$ cat src/core/cpwm_pkg.sv
// shared constants and types for the complementary pwm timer
package cpwm_pkg;
  localparam int          CNT_W      = 16;
  localparam logic [15:0] CNT_ZERO   = 16'h0000;
  localparam logic [15:0] CNT_ONE    = 16'h0001;
  localparam logic [15:0] CNT_MAX    = 16'hFFFF;
  localparam logic [2:0]  PSC_DIV1   = 3'h0;
  localparam logic [2:0]  PSC_DIV2   = 3'h1;
  localparam logic [2:0]  PSC_DIV4   = 3'h2;
  localparam logic [2:0]  PSC_DIV8   = 3'h3;
  localparam logic [2:0]  DIV_MASK2  = 3'h1;
  localparam logic [2:0]  DIV_MASK4  = 3'h3;
  localparam logic [2:0]  DIV_MASK8  = 3'h7;
  // operating modes of the two linked channels
  typedef enum logic [1:0] {
    CPWM_MODE_IDLE = 2'b00,
    CPWM_MODE_COMP = 2'b01,
    CPWM_MODE_RSYN = 2'b10,
    CPWM_MODE_OCIC = 2'b11
  } cpwm_mode_t;
endpackage

$ cat src/core/cpwm_timer.sv
// complementary pwm timer with buffered general registers
// Notes on behaviour
// - complementary mode makes pins pwm, counters up/down
// - three pairs of non-overlapping normal/inverse outputs
// - toggle output flips once per pwm cycle
// - down at counter0 cycle match, up at underflow
// - turns set compare flag; underflow sets flag
// - complementary overflow flag only for divide four or eight
// - buffers copy at top turn and underflow
// - zero duty value full, at or above cycle none
// - c buffers a, d buffers b
// - output compare match copies buffer in
// - capture loads counter, old value to buffer
// - reset-sync pwm copies buffers at match a0
`timescale 1ns/1ps
module cpwm_timer (
  // clock and reset
  input  wire logic        clk,
  input  wire logic        rst_n,
  // mode control
  input  wire logic [1:0]  mode,
  input  wire logic        run,
  input  wire logic        buffer_en,
  input  wire logic        prescale_sel_bit2,
  input  wire logic        prescale_sel_bit1,
  input  wire logic        prescale_sel_bit0,
  // counter and register writes
  input  wire logic        cnt0_wr,
  input  wire logic        cnt1_wr,
  input  wire logic [15:0] cnt_wdata,
  input  wire logic [3:0]  gr0_wr,
  input  wire logic [3:0]  gr1_wr,
  input  wire logic [15:0] gr_wdata,
  // capture strobes for channel 0 general register a and b
  input  wire logic        capture_a,
  input  wire logic        capture_b,
  // flag clear strobes
  input  wire logic        clr_cmpa,
  input  wire logic        clr_udf,
  input  wire logic        clr_ovf,
  // state readback
  output logic [15:0]      counter_ch0,
  output logic [15:0]      counter_ch1,
  output logic [15:0]      cycle_compare_ch0,
  output logic [15:0]      duty_compare_pair1,
  output logic [15:0]      duty_compare_pair2,
  output logic [15:0]      duty_compare_pair3,
  output logic [15:0]      general_reg_c0,
  output logic [15:0]      general_reg_d0,
  output logic [15:0]      general_reg_c1,
  output logic [15:0]      general_reg_d1,
  output logic             counting_down,
  // flags
  output logic             compare_a_match_flag,
  output logic             underflow_flag,
  output logic             overflow_flag,
  // pwm pins
  output logic             pwm1_normal_out,
  output logic             pwm1_inverse_out,
  output logic             cycle_toggle_out,
  output logic             pwm2_normal_out,
  output logic             pwm2_inverse_out,
  output logic             pwm3_normal_out,
  output logic             pwm3_inverse_out
);
  // register state: index 0..3 = a,b,c,d per channel
  typedef struct packed {
    logic [1:0][3:0][15:0] gr;     // general registers per channel
    logic [15:0]           c0;     // counter channel 0
    logic [15:0]           c1;     // counter channel 1
    logic                  down;   // counting direction
    logic                  tog;    // cycle toggle
    logic                  fcmp;   // compare a match flag
    logic                  fudf;   // underflow flag
    logic                  fovf;   // overflow flag
  } cpwm_state_t;
  cpwm_state_t st_r;
  cpwm_state_t st_nxt;
  logic [2:0]  psel;      // prescale select
  logic        tick;      // count enable
  logic        comp_mode; // complementary mode active
  logic        top_hit;   // counter0 equals cycle while counting up
  logic        udf_hit;   // counter1 about to go below zero
  logic        wrap0;     // watched counter rolls from all ones
  logic        rs_match;  // reset-sync cycle match
  logic        oc_match_a;// output compare match a on channel 0
  logic        oc_match_b;// output compare match b on channel 0
  logic        cnt_div;   // a divided clock is selected
  logic        ovf_allow; // divide by four or eight
  assign psel = {prescale_sel_bit2, prescale_sel_bit1, prescale_sel_bit0};
  assign comp_mode = (cpwm_pkg::cpwm_mode_t'(mode) ==
                      cpwm_pkg::CPWM_MODE_COMP);
  assign cnt_div   = (psel != cpwm_pkg::PSC_DIV1);
  assign ovf_allow = (psel == cpwm_pkg::PSC_DIV4) ||
                     (psel == cpwm_pkg::PSC_DIV8);
  // prescaler
  cpwm_prescale u_ps (
    .clk   (clk),
    .rst_n (rst_n),
    .run   (run),
    .sel   (psel),
    .tick  (tick)
  );
  // turn and match events, all qualified by the count enable
  always_comb begin
    top_hit    = comp_mode && tick && !st_r.down &&
                 (st_r.c0 == st_r.gr[0][0]);
    udf_hit    = comp_mode && tick && st_r.down &&
                 (st_r.c1 == cpwm_pkg::CNT_ZERO);
    // complementary mode: only counter 1 passes all ones, after undershoot
    wrap0      = tick && !st_r.down &&
                 ((comp_mode ? st_r.c1 : st_r.c0) == cpwm_pkg::CNT_MAX);
    rs_match   = (cpwm_pkg::cpwm_mode_t'(mode) ==
                  cpwm_pkg::CPWM_MODE_RSYN) && tick &&
                 (st_r.c0 == st_r.gr[0][0]);
    oc_match_a = (cpwm_pkg::cpwm_mode_t'(mode) ==
                  cpwm_pkg::CPWM_MODE_OCIC) && tick &&
                 (st_r.c0 == st_r.gr[0][0]);
    oc_match_b = (cpwm_pkg::cpwm_mode_t'(mode) ==
                  cpwm_pkg::CPWM_MODE_OCIC) && tick &&
                 (st_r.c0 == st_r.gr[0][1]);
  end
  // next state of counters, registers and flags
  always_comb begin
    st_nxt = st_r;
    // software writes to general registers
    for (int ch = 0; ch < 2; ch++) begin
      for (int i = 0; i < 4; i++) begin
        if ((ch == 0 ? gr0_wr[i] : gr1_wr[i])) begin
          st_nxt.gr[ch][i] = gr_wdata;
        end
      end
    end
    // counting
    if (!comp_mode) begin
      st_nxt.down = 1'b0;
      if (rs_match) begin
        st_nxt.c0  = cpwm_pkg::CNT_ZERO; // reset-sync clear
        st_nxt.tog = !st_r.tog;
      end else if (tick) begin
        st_nxt.c0 = 16'(st_r.c0 + cpwm_pkg::CNT_ONE);
      end
      if (tick) begin
        st_nxt.c1 = 16'(st_r.c1 + cpwm_pkg::CNT_ONE);
      end
    end else if (top_hit) begin
      // up-to-down turn: overshoot then count down
      st_nxt.down = 1'b1;
      st_nxt.tog  = !st_r.tog; // once per cycle
      st_nxt.c0   = 16'(st_r.c0 + cpwm_pkg::CNT_ONE);
      st_nxt.c1   = 16'(st_r.c1 + cpwm_pkg::CNT_ONE);
    end else if (udf_hit) begin
      // underflow turn: undershoot then count up
      st_nxt.down = 1'b0;
      st_nxt.c0   = 16'(st_r.c0 - cpwm_pkg::CNT_ONE);
      st_nxt.c1   = 16'(st_r.c1 - cpwm_pkg::CNT_ONE);
    end else if (tick) begin
      // both counters step together
      if (st_r.down) begin
        st_nxt.c0 = 16'(st_r.c0 - cpwm_pkg::CNT_ONE);
        st_nxt.c1 = 16'(st_r.c1 - cpwm_pkg::CNT_ONE);
      end else begin
        st_nxt.c0 = 16'(st_r.c0 + cpwm_pkg::CNT_ONE);
        st_nxt.c1 = 16'(st_r.c1 + cpwm_pkg::CNT_ONE);
      end
    end
    // software counter writes take priority over counting
    if (cnt0_wr) begin
      st_nxt.c0 = cnt_wdata;
    end
    if (cnt1_wr) begin
      st_nxt.c1 = cnt_wdata;
    end
    // buffer transfers, c into a and d into b
    if (buffer_en) begin
      if (top_hit || udf_hit) begin
        // complementary turns refresh all duty registers
        st_nxt.gr[0][1] = st_r.gr[0][3];
        st_nxt.gr[1][0] = st_r.gr[1][2];
        st_nxt.gr[1][1] = st_r.gr[1][3];
      end
      if (rs_match) begin
        // reset-sync transfer on channel 0 match a
        st_nxt.gr[0][1] = st_r.gr[0][3];
        st_nxt.gr[1][0] = st_r.gr[1][2];
        st_nxt.gr[1][1] = st_r.gr[1][3];
      end
      if (oc_match_a) begin
        st_nxt.gr[0][0] = st_r.gr[0][2];
      end
      if (oc_match_b) begin
        st_nxt.gr[0][1] = st_r.gr[0][3];
      end
    end
    // input capture beats software writes
    if (cpwm_pkg::cpwm_mode_t'(mode) == cpwm_pkg::CPWM_MODE_OCIC) begin
      if (capture_a) begin
        st_nxt.gr[0][0] = st_r.c0;
        if (buffer_en) begin
          st_nxt.gr[0][2] = st_r.gr[0][0];
        end
      end
      if (capture_b) begin
        st_nxt.gr[0][1] = st_r.c0;
        if (buffer_en) begin
          st_nxt.gr[0][3] = st_r.gr[0][1];
        end
      end
    end
    // flags: set wins over clear
    if (clr_cmpa) begin
      st_nxt.fcmp = 1'b0;
    end
    if (clr_udf) begin
      st_nxt.fudf = 1'b0;
    end
    if (clr_ovf) begin
      st_nxt.fovf = 1'b0;
    end
    if (top_hit || udf_hit || rs_match || oc_match_a) begin
      st_nxt.fcmp = 1'b1; // set at each turn
    end
    if (udf_hit) begin
      st_nxt.fudf = 1'b1;
    end
    if (wrap0 && (!comp_mode || ovf_allow)) begin
      st_nxt.fovf = 1'b1;
    end
  end
  // state register
  always_ff @(posedge clk or negedge rst_n) begin
    if (!rst_n) begin
      st_r <= '0;
    end else begin
      st_r <= st_nxt;
    end
  end
  // output pairs, pwm pins only live in complementary mode
  cpwm_pair u_pair1 (
    .clk         (clk),
    .rst_n       (rst_n),
    .comp_mode   (comp_mode),
    .cnt0        (st_r.c0),
    .cnt1        (st_r.c1),
    .duty        (st_r.gr[0][1]),
    .cycle       (st_r.gr[0][0]),
    .normal_out  (pwm1_normal_out),
    .inverse_out (pwm1_inverse_out)
  );
  cpwm_pair u_pair2 (
    .clk         (clk),
    .rst_n       (rst_n),
    .comp_mode   (comp_mode),
    .cnt0        (st_r.c0),
    .cnt1        (st_r.c1),
    .duty        (st_r.gr[1][0]),
    .cycle       (st_r.gr[0][0]),
    .normal_out  (pwm2_normal_out),
    .inverse_out (pwm2_inverse_out)
  );
  cpwm_pair u_pair3 (
    .clk         (clk),
    .rst_n       (rst_n),
    .comp_mode   (comp_mode),
    .cnt0        (st_r.c0),
    .cnt1        (st_r.c1),
    .duty        (st_r.gr[1][1]),
    .cycle       (st_r.gr[0][0]),
    .normal_out  (pwm3_normal_out),
    .inverse_out (pwm3_inverse_out)
  );
  // readback
  assign counter_ch0          = st_r.c0;
  assign counter_ch1          = st_r.c1;
  assign cycle_compare_ch0    = st_r.gr[0][0];
  assign duty_compare_pair1   = st_r.gr[0][1];
  assign duty_compare_pair2   = st_r.gr[1][0];
  assign duty_compare_pair3   = st_r.gr[1][1];
  assign general_reg_c0       = st_r.gr[0][2];
  assign general_reg_d0       = st_r.gr[0][3];
  assign general_reg_c1       = st_r.gr[1][2];
  assign general_reg_d1       = st_r.gr[1][3];
  assign counting_down        = st_r.down;
  assign compare_a_match_flag = st_r.fcmp;
  assign underflow_flag       = st_r.fudf;
  assign overflow_flag        = st_r.fovf;
  assign cycle_toggle_out     = st_r.tog;
endmodule

$ cat src/core/cpwm_prescale.sv
// prescaler producing the count enable pulse
`timescale 1ns/1ps
module cpwm_prescale (
  // clock and reset
  input  wire logic       clk,
  input  wire logic       rst_n,
  // control
  input  wire logic       run,
  input  wire logic [2:0] sel,
  // enable pulse
  output logic            tick
);
  typedef struct packed {
    logic [2:0] div;   // free divider count
  } cpwm_ps_state_t;
  cpwm_ps_state_t st_r;
  cpwm_ps_state_t st_nxt;
  logic [2:0]     mask;
  // mask of divider bits that must be all ones for a tick
  always_comb begin
    case (sel)
      cpwm_pkg::PSC_DIV2: mask = cpwm_pkg::DIV_MASK2;
      cpwm_pkg::PSC_DIV4: mask = cpwm_pkg::DIV_MASK4;
      cpwm_pkg::PSC_DIV8: mask = cpwm_pkg::DIV_MASK8;
      default:            mask = 3'h0;
    endcase
    st_nxt = st_r;
    st_nxt.div = run ? 3'(st_r.div + 3'h1) : 3'h0;
  end
  assign tick = run && ((st_r.div & mask) == mask);
  // divider register
  always_ff @(posedge clk or negedge rst_n) begin
    if (!rst_n) begin
      st_r <= '0;
    end else begin
      st_r <= st_nxt;
    end
  end
endmodule

$ cat src/core/cpwm_pair.sv
// one normal/counter-phase output pair of the complementary pwm
`timescale 1ns/1ps
module cpwm_pair (
  // clock and reset
  input  wire logic        clk,
  input  wire logic        rst_n,
  // counters and duty
  input  wire logic        comp_mode,
  input  wire logic [15:0] cnt0,
  input  wire logic [15:0] cnt1,
  input  wire logic [15:0] duty,
  input  wire logic [15:0] cycle,
  // outputs
  output logic             normal_out,
  output logic             inverse_out
);
  typedef struct packed {
    logic nrm;   // normal phase level
    logic inv;   // counter phase level
  } cpwm_pr_state_t;
  cpwm_pr_state_t st_r;
  cpwm_pr_state_t st_nxt;
  // normal phase high while counter 1 is at or over duty; counter phase
  // high while counter 0 and counter 1 are both below duty; the gap between counters keeps
  // both low in between so they never overlap
  always_comb begin
    st_nxt = st_r;
    if (!comp_mode) begin
      st_nxt.nrm = 1'b0;
      st_nxt.inv = 1'b0;
    end else if (duty == cpwm_pkg::CNT_ZERO) begin
      st_nxt.nrm = 1'b1; // full duty
      st_nxt.inv = 1'b0;
    end else if (duty >= cycle) begin
      st_nxt.nrm = 1'b0; // zero duty
      st_nxt.inv = 1'b1;
    end else begin
      st_nxt.nrm = (cnt1 >= duty); // unsigned compare
      st_nxt.inv = (cnt0 < duty) && !(cnt1 >= duty);
    end
  end
  assign normal_out  = st_r.nrm;
  assign inverse_out = st_r.inv;
  // output flops
  always_ff @(posedge clk or negedge rst_n) begin
    if (!rst_n) begin
      st_r <= '0;
    end else begin
      st_r <= st_nxt;
    end
  end
endmodule

$ cat config.mk
export PLATFORM = sky130hd
export DESIGN_NAME = cpwm_timer
export DESIGN_NICKNAME = d
export VERILOG_FILES = /design/src/core/cpwm_pkg.sv /design/src/core/cpwm_timer.sv /design/src/core/cpwm_prescale.sv /design/src/core/cpwm_pair.sv
export SDC_FILE = /design/constraint.sdc
export NUM_CORES = 1
export LEC_CHECK = 0
export BUFFER_PORTS_ARGS = -buffer_cell sky130_fd_sc_hd__clkbuf_2
export CAP_MARGIN = 10
export CORE_MARGIN = 5
export CORE_UTILIZATION = 45
export CTS_CLUSTER_SIZE = 25
export DETAILED_ROUTE_END_ITERATION = 8
export PLACE_DENSITY = 0.74
export SYNTH_ARGS = -nofsm -noshare
export SYNTH_HDL_FRONTEND = slang
export SYNTH_HIERARCHICAL = 1
export SYNTH_SLANG_ARGS = --single-unit
$ cat constraint.sdc
create_clock -name clk -period 2.6 [get_ports clk]
set_clock_uncertainty 0.05 [all_clocks]
set_input_delay 0.52 -clock clk [delete_from_list [all_inputs] [get_ports clk]]
set_output_delay 0.52 -clock clk [all_outputs]
set_load 0.01 [all_outputs]
==> results of run 1 <==
[per-stage QoR]
step	instance area, um^2	setup TNS (ns)	power, mW	hold WS, ns	utilization
4_1_cts	16100	0	9.41	0.0170	0.548
6_report	16100	0	9.47	-0.0202	0.548
3_5_place_dp	15500	-0.0158	6.73	0.415	0.527
5_1_grt	16100	0	9.90	0.0244	0.548
2_1_floorplan	13300	0	5.26	0.174	-
3_3_place_gp	15500	0	6.62	0.399	0.527
[power by group]
group	total, mW	switching, mW	internal (mW)
registers	3.48	0.483	3.00
logic	3.29	1.90	1.39
clock network	2.70	1.38	1.33
[synth_stat cells, types with 4 or more instances]
cell type | n | share of area
nand4_1 | 37 | 0.017
inv_1 | 116 | 0.033
nor2b_1 | 8 | 0.0038
o31ai_1 | 12 | 0.0068
a21oi_1 | 117 | 0.044
nor4_1 | 20 | 0.0094
or3_1 | 4 | 0.0019
a211oi_1 | 18 | 0.010
or4_4 | 4 | 0.0034
ha_1 | 147 | 0.14
and3_1 | 7 | 0.0033
a21o_1 | 17 | 0.0096
o21ai_0 | 56 | 0.021
mux2i_1 | 100 | 0.075
a31oi_1 | 8 | 0.0038
o221ai_1 | 4 | 0.0026
and2_1 | 6 | 0.0028
nand2_1 | 100 | 0.028
clkbuf_1 | 47 | 0.013
mux2_2 | 75 | 0.063
xnor2_1 | 27 | 0.018
nand2b_1 | 7 | 0.0033
o22ai_1 | 6 | 0.0028
buf_4 | 5 | 0.0028
buf_2 | 15 | 0.0056
dfrtp_1 | 174 | 0.33
xor2_1 | 28 | 0.018
a21boi_0 | 4 | 0.0023
nand3_1 | 26 | 0.0098
nor3_1 | 18 | 0.0068
o21ai_1 | 21 | 0.0079
buf_6 | 4 | 0.0034
o211ai_1 | 5 | 0.0028
nor2_1 | 112 | 0.032
nor4_4 | 4 | 0.0064
[kinds of logic after synthesis]
kind of cell	share of synthesized area
xor gates and xnor gates	0.0362
AOI/OAI and AO/OA	0.149
DFF	0.327
and+or+nand+nor	0.152
muxes	0.139
adders and majority gates	0.138
buffers and inverters	0.0594
[worst max-delay path, delay by kind of cell (launching register included)]
| family | cells | cell delay [ns] |
|---|---|---|
| flops | 1 | 0.54 |
| compound gates | 2 | 0.14 |
| buf+inv | 2 | 0.41 |
| simple gates | 3 | 0.86 |
| xor+xnor | 1 | 0.16 |
| mux | 1 | 0.24 |
[final timing paths]
kind / slack, ns / cells past startpoint / start / endpoint
worst max register to register: 0.08 / 9 / counter_ch0[6] / duty_compare_pair1[9]
worst max-delay path: 0.08 / 9 / counter_ch0[6] / duty_compare_pair1[9]
max in group asynchronous: 1.71 / 2 / rst_n / duty_compare_pair2[10]
worst min-delay path: -0.02 / 1 / rst_n / u_ps/st_r[2]
min in group clk: 0.21 / 2 / clr_udf / underflow_flag
worst min register to register: 0.42 / 1 / cycle_toggle_out / cycle_toggle_out
[area by class of cell]
| cell class | instances | area share |
|---|---|---|
| clock buffer | 18 | 0.0272 |
| inverter | 119 | 0.0277 |
| timing repair buffer | 339 | 0.126 |
| clock inverter | 14 | 0.0104 |
| multi-input combinational | 1069 | 0.508 |
| tap | 390 | 0.0303 |
| sequential | 174 | 0.270 |
[state kept, by name, indices dropped and copies added, names as in the netlist]
signal                count
counter_ch0              16
counter_ch1              16
cycle_compare_ch0        16
duty_compare_pair1       16
duty_compare_pair2       16
duty_compare_pair3       16
general_reg_c0           16
general_reg_c1           16
general_reg_d0           16
general_reg_d1           16
u_ps/st_r                 3
compare_a_match_flag      1
counting_down             1
cycle_toggle_out          1
overflow_flag             1
u_pair1/inverse_out       1
u_pair1/normal_out        1
u_pair2/inverse_out       1
u_pair2/normal_out        1
u_pair3/inverse_out       1
u_pair3/normal_out        1
underflow_flag            1
[metal layers]
metal	global-route usage	vias to the layer above	routed length [um]
li1	-	5732	-
met1	0.391	6217	20500
met2	0.462	701	22600
met3	0.0556	168	4320
met4	0.144	0	2700
met5	0	-	0
==> impl_metrics.json, run 1 <==
{
  "finalSetupViolCount": 0,
  "final_nets": 1923,
  "synth-seq-cells": 174,
  "crit_path_end_kind": "flop",
  "slowest_delay_ns": 0.54,
  "cp_slowest_cell": "dfrtp_1",
  "cts_resized": 0,
  "power_density_nw_per_um2": 587,
  "worstSetupPathType": "flop to flop",
  "drv_slew": 0,
  "synth_edf_count": 0,
  "clkTransAtPathRegs_ns": 0.08,
  "ctsHoldBuffers": 0,
  "routabilityCongestion": 0.986,
  "drt-pass1-iter-count": 7,
  "grt_pass1_vias": 12600,
  "drtIter0Drc": 1149,
  "yosysWarnings": 6,
  "syn_area_per_cell_um2": 9.28,
  "cts_root_buf": "clkbuf_16",
  "place_inst": 2091,
  "area.sequential_um2": 4360,
  "syn_to_final_growth_pct": 21.0,
  "chipWidth_um": 182,
  "rsz0062_at_grt": "no",
  "required_ns": 2.87,
  "post_cts_buffers": 0,
  "crit_arrival_ns": 2.80,
  "wl_per_cell_um": 23.6,
  "status": "complete, but fails checks",
  "fin_crit_ns": 2.52,
  "ys_seq_area_frac": 0.327,
  "synth_ff_type": "dfrtp_1",
  "io_pins": 227,
  "num_rows": 63,
  "clockBufferDepth": 2,
  "grt.total_usage": 0.294,
  "routed_via_density": 6.04,
  "antenna_found_initial": 0,
  "syn-cell-area_um2": 13300,
  "stdcell_count": 2123,
  "syn-num-nets": 1639,
  "fin_ws_ns": 0.0787,
  "cts_sinks": 174,
  "grt_overflow": 0,
  "postSynthCellCount": 1436,
  "min-delay-path-class": "input pin to asynchronous set/reset pin",
  "dp_hpwl_mm": 38.7,
  "n_antenna_cell": 0,
  "fillers": 2639,
  "drive_gt1_frac": 0.284,
  "timing.final.crit_share": 0.970,
  "clock_latency_ns": 0.46,
  "drcViolationCount": 0,
  "crit_top_cell": "buf_12",
  "mostFrequentLayoutCells": "225 x clkbuf_2, 171 x dfrtp_1, 147 x ha_1",
  "hold_viol": 10,
  "async_flop_share": 1.00,
  "wl_mm": 50.1,
  "maxCapViolations": 0,
  "power.leakage_nw": 8.01,
  "die_y_um": 182,
  "grt_max_degree": 65,
  "critPathMaxFanout": 16,
  "yosysUniqueCellTypes": 83,
  "holdWs_ns": -0.0202,
  "final_common_cell": "clkbuf_2",
  "die_area_um2": 33100,
  "violations": "hold timing",
  "ant_nets": 0,
  "post-place-ws_ns": -0.0123,
  "path_cells": "buf_12 -> xor2_1 -> nor4_1 -> nand3_1 -> nor4_2 -> a21oi_4 -> buf_12 -> mux2i_1 -> o21ai_1",
  "slew-limit-headroom": 0.578,
  "num_vias": 12800,
  "htree_levels": 4,
  "grt_first_pass_wirelength_mm": 75.7,
  "coreArea_um2": 29400,
  "worstSetupStartpointType": "flop",
  "worstMarginPinSlew_ns": 0.633,
  "port_buffers": 226,
  "cts_tree": "built",
  "multiInputGateArea_um2": 8190,
  "initial_utilization": 0.453,
  "cts_made_buffers": 17,
  "ir_worst_vdd_uv": 440,
  "fmax_mhz": 397
}
(Power assumes the default switching activity.)
==> run 2, diff against run 1 <==
CORE_MARGIN = 4   (was 5)
==> impl_metrics.json, run 2 (same netlist as run 1, synthesis figures left out) <==
{
  "crit_arrival_ns": 2.85,
  "finalSetupViolCount": 0,
  "final_nets": 1939,
  "routed_via_density": 6.01,
  "cts_tree": "built",
  "min-delay-path-class": "input pin to flop",
  "swShare": 0.399,
  "wl_per_cell_um": 23.8,
  "cts_made_buffers": 17,
  "grt_pass1_vias": 12700,
  "critPathMaxFanout": 9,
  "wl_mm": 50.8,
  "crit_path_end_kind": "flop",
  "cts_sinks": 174,
  "port_buffers": 226,
  "drive_gt1_frac": 0.292,
  "clockBufferDepth": 2,
  "slowest_delay_ns": 0.53,
  "p_comb_frac": 0.356,
  "n_antenna_cell": 0,
  "ant_nets": 0,
  "grt_overflow": 0,
  "cp_slowest_cell": "a2111oi_2",
  "drv_slew": 0,
  "worstSetupPathType": "flop to flop",
  "dp_hpwl_mm": 38.7,
  "routabilityCongestion": 0.996,
  "clkTransAtPathRegs_ns": 0.08,
  "drtIter0Drc": 1181,
  "ir_worst_vdd_uv": 348,
  "p_int_mw": 5.76,
  "drt-pass1-iter-count": 7,
  "clkPwrFrac": 0.286,
  "fmax_mhz": 385,
  "required_ns": 2.86,
  "status": "finished, final reports clean",
  "place_inst": 2098,
  "die_area_um2": 32400,
  "die_y_um": 180,
  "rsz0062_at_grt": "no",
  "path_buf_inv": 0,
  "grt_max_degree": 65,
  "slew-limit-headroom": 0.597,
  "num_rows": 62,
  "syn_to_final_growth_pct": 22.6,
  "grt_first_pass_wirelength_mm": 75.8,
  "mostFrequentLayoutCells": "225 x clkbuf_2, 169 x dfrtp_1, 147 x ha_1",
  "worstSetupStartpointType": "flop",
  "coreArea_um2": 28900,
  "worstMarginPinSlew_ns": 0.605,
  "final_common_cell": "clkbuf_2",
  "initial_utilization": 0.460,
  "cp_top_family": "compound AO/OA/AOI/OAI gates",
  "chipWidth_um": 180,
  "fin_tns_setup_ns": 0,
  "antenna_found_initial": 0,
  "htree_levels": 4,
  "io_pins": 227,
  "timing.final.crit_share": 0.998,
  "hold_viol": 0,
  "stdcell_count": 2133,
  "p_sw_mw": 3.82,
  "cts_root_buf": "clkbuf_16",
  "drcViolationCount": 0,
  "num_vias": 12800,
  "power_density_nw_per_um2": 587,
  "clock_latency_ns": 0.45,
  "final_core_util": 0.565,
  "p_seq_frac": 0.358,
  "path_cells": "xor2_1 -> nor4_4 -> nand3_4 -> o31a_1 -> a2111oi_2 -> a221oi_2",
  "fin_crit_ns": 2.59,
  "maxCapViolations": 0,
  "power.leakage_nw": 8.12,
  "grt.total_usage": 0.301,
  "reg2reg_slack_ns": 0.005
}
[run 2: cell type report]
| class | instances | area [um^2] |
|---|---|---|
| flip-flops and latches | 174 | 4360 |
| well taps | 384 | 480 |
| clock buffers | 17 | 425 |
| multi-input cells | 1069 | 8210 |
| repair buffers | 355 | 2210 |
| inverters | 119 | 447 |
| fillers | 2566 | 12600 |
| clock inverters | 15 | 206 |
[run 2: final timing paths]
| check | from | end | cells past startpoint |
|---|---|---|---|
| max | counter_ch0[3] | counter_ch0[12] | 6 |
| min | clr_udf | underflow_flag | 2 |
| max reg2reg | counter_ch0[3] | counter_ch0[12] | 6 |
| min reg2reg | u_ps/st_r[0] | u_ps/st_r[0] | 1 |
| max in group asynchronous | rst_n | duty_compare_pair3[15] | 3 |
| min in group asynchronous | rst_n | u_ps/st_r[1] | 2 |
[run 2: power by group through the flow]
stage | sequential, mW | clock (mW) | combinational (mW)
after floorplan | 3.54 | 0 | 1.72
after global placement | 3.45 | 0 | 3.20
after detailed placement | 3.46 | 0 | 3.32
after CTS | 3.41 | 2.76 | 3.34
after global routing | 3.46 | 2.88 | 3.69
final | 3.43 | 2.74 | 3.41
[run 2: per-layer routing]
metal  vias to the layer above  track usage  routed length [um]
met5                         -            0                   0
met4                         0        0.133                2280
met3                       135       0.0747                5160
met2                       750        0.471               22600
met1                      6191        0.397               20800
li1                       5752            -                   -
[run 2: through the flow]
stage	setup slack (ns)	power, mW	instance area (um^2)	hold slack, ns
final	0.00502	9.58	16300	0.206
after global routing	0.00603	10.0	16300	0.228
after CTS	0.0257	9.51	16300	0.205
after detailed placement	0.0341	6.77	15600	0.410
after global placement	0.110	6.64	15600	0.403
after floorplan	0.195	5.26	13300	0.174
[run 2: repair_timing]
action / CTS / global route
setup buffers: 0 / 2
endpoints found under the setup margin: 0 / 17
resized for setup: 0 / 9
hold buffers: 1 / 0
endpoints found under the hold margin: 8 / 0
==> run 3, diff against run 2 <==
CORE_ASPECT_RATIO = 0.5   (was not set)
MAX_ROUTING_LAYER = met4   (was not set)
PLACE_DENSITY = 0.77   (was 0.74)
clock period = 2.3 ns   (was 2.6 ns; I/O delays follow)
==> impl_metrics.json, run 3 (same netlist as run 1, synthesis figures left out) <==
{
  "status": "complete, but fails checks",
  "violations": "setup timing",
  "clock_latency_ns": 0.46,
  "final_common_cell": "clkbuf_2",
  "num_vias": 13600,
  "hold_viol": 0,
  "cts_made_buffers": 17,
  "cp_slowest_cell": "dfrtp_1",
  "grt_overflow": 0,
  "drive_gt1_frac": 0.378,
  "drtIter0Drc": 1873,
  "ir_worst_vdd_uv": 544,
  "timing.final.crit_share": 1.06,
  "dp_hpwl_mm": 39.7,
  "crit_path_end_kind": "flop",
  "routabilityCongestion": 1.04,
  "fillers": 2335,
  "worstSetupPathType": "flop to flop",
  "area.sequential_um2": 4390,
  "fmax_mhz": 409,
  "antenna_found_initial": 1,
  "place_inst": 2144,
  "final_nets": 2006,
  "chipWidth_um": 251,
  "multiInputGateArea_um2": 8800,
  "initial_utilization": 0.458,
  "syn_to_final_growth_pct": 32.2,
  "post-place-ws_ns": -0.173,
  "clkTransAtPathRegs_ns": 0.08,
  "die_y_um": 130,
  "critPathMaxFanout": 7,
  "routed_via_density": 6.18,
  "power_density_nw_per_um2": 661,
  "port_buffers": 226,
  "grt.total_usage": 0.322,
  "crit_arrival_ns": 2.73,
  "wl_mm": 54.1,
  "final_core_util": 0.606,
  "rsz0062_at_grt": "yes",
  "slowest_delay_ns": 0.42,
  "worstSetupStartpointType": "flop",
  "ant_nets": 0,
  "cts_tree": "built",
  "maxCapViolations": 0,
  "fin_ws_ns": -0.148,
  "grt_max_degree": 65,
  "wl_per_cell_um": 24.5,
  "worstMarginPinSlew_ns": 0.612,
  "drv_slew": 0,
  "htree_levels": 4,
  "num_rows": 44,
  "cts_sinks": 174,
  "cts_root_buf": "clkbuf_16",
  "power.leakage_nw": 8.49,
  "io_pins": 227,
  "drcViolationCount": 0,
  "die_area_um2": 32600,
  "coreArea_um2": 29100,
  "fin_tns_setup_ns": -2.08,
  "min-delay-path-class": "input pin to flop",
  "clockBufferDepth": 2,
  "mostFrequentLayoutCells": "225 x clkbuf_2, 171 x buf_4, 143 x dfrtp_1",
  "finalSetupViolCount": 60,
  "stdcell_count": 2208,
  "drt-pass1-iter-count": 7,
  "required_ns": 2.58,
  "grt_pass1_vias": 12700,
  "grt_first_pass_wirelength_mm": 77.2,
  "cp_top_family": "simple AND/OR/NAND/NOR gates",
  "path_cells": "buf_12 -> xor2_4 -> nor4_4 -> nand3_4 -> o31a_1 -> buf_6 -> and2_4 -> o211ai_1 -> a31oi_1",
  "fin_crit_ns": 2.45,
  "path_buf_inv": 2,
  "slew-limit-headroom": 0.592
}
run 3: worst register-to-register path, stage by stage (launching register included):
cell	delay, ns
dfrtp_1	0.42
buf_12	0.16
xor2_4	0.16
nor4_4	0.34
nand3_4	0.20
o31a_1	0.35
buf_6	0.18
and2_4	0.14
o211ai_1	0.21
a31oi_1	0.11
run 3: timing repair:
item                       4_1_cts  5_1_grt
hold endpoints to repair        43        0
pin swaps                       12       50
hold buffers                     1        0
gates resized for setup         31      137
setup endpoints to repair       61       75
buffers inserted                10       20
cloned                           0        1
run 3: worst paths after layout:
check / depth (start not counted) / start / to / slack, ns
min in group asynchronous: 2 / rst_n / counter_ch1[12] / 0.49
worst max-delay path: 9 / cycle_compare_ch0[0] / counter_ch0[13] / -0.15
max in group asynchronous: 3 / rst_n / counter_ch0[7] / 1.06
worst min-delay path: 2 / clr_udf / underflow_flag / 0.17
worst max register to register: 9 / cycle_compare_ch0[0] / counter_ch0[13] / -0.15
worst min register to register: 1 / u_ps/st_r[0] / u_ps/st_r[0] / 0.45
run 3: per-layer routing:
metal | routed length [um] | global-route usage
met5 | 0 | -
met4 | 3110 | 0.155
met3 | 6200 | 0.0784
met2 | 23200 | 0.473
met1 | 21600 | 0.421
run 3: where the power goes:
part / internal [mW] / switching [mW]
clock: 1.89 / 1.51
sequential: 3.40 / 0.493
combinational: 1.86 / 2.48
total: 7.15 / 4.49
run 3: layout make-up:
| class | instances | share of cell area |
|---|---|---|
| Antenna cell | 1 | 0.000142 |
| Tap cell | 391 | 0.0278 |
| Clock inverter | 15 | 0.0143 |
| Clock buffer | 17 | 0.0241 |
| Sequential cell | 174 | 0.249 |
| Timing Repair Buffer | 422 | 0.159 |
| Multi-Input combinational cell | 1069 | 0.500 |
| Inverter | 119 | 0.0255 |
run 3: metrics by stage:
step                      power [mW]  instance area (um^2)  hold WS, ns
after detailed placement        7.77                 16000        0.404
after CTS                       11.2                 16900        0.166
after floorplan                 5.95                 13300        0.114
after global placement          7.67                 16000        0.403
final                           11.6                 17600        0.171
after global routing            12.1                 17600        0.181
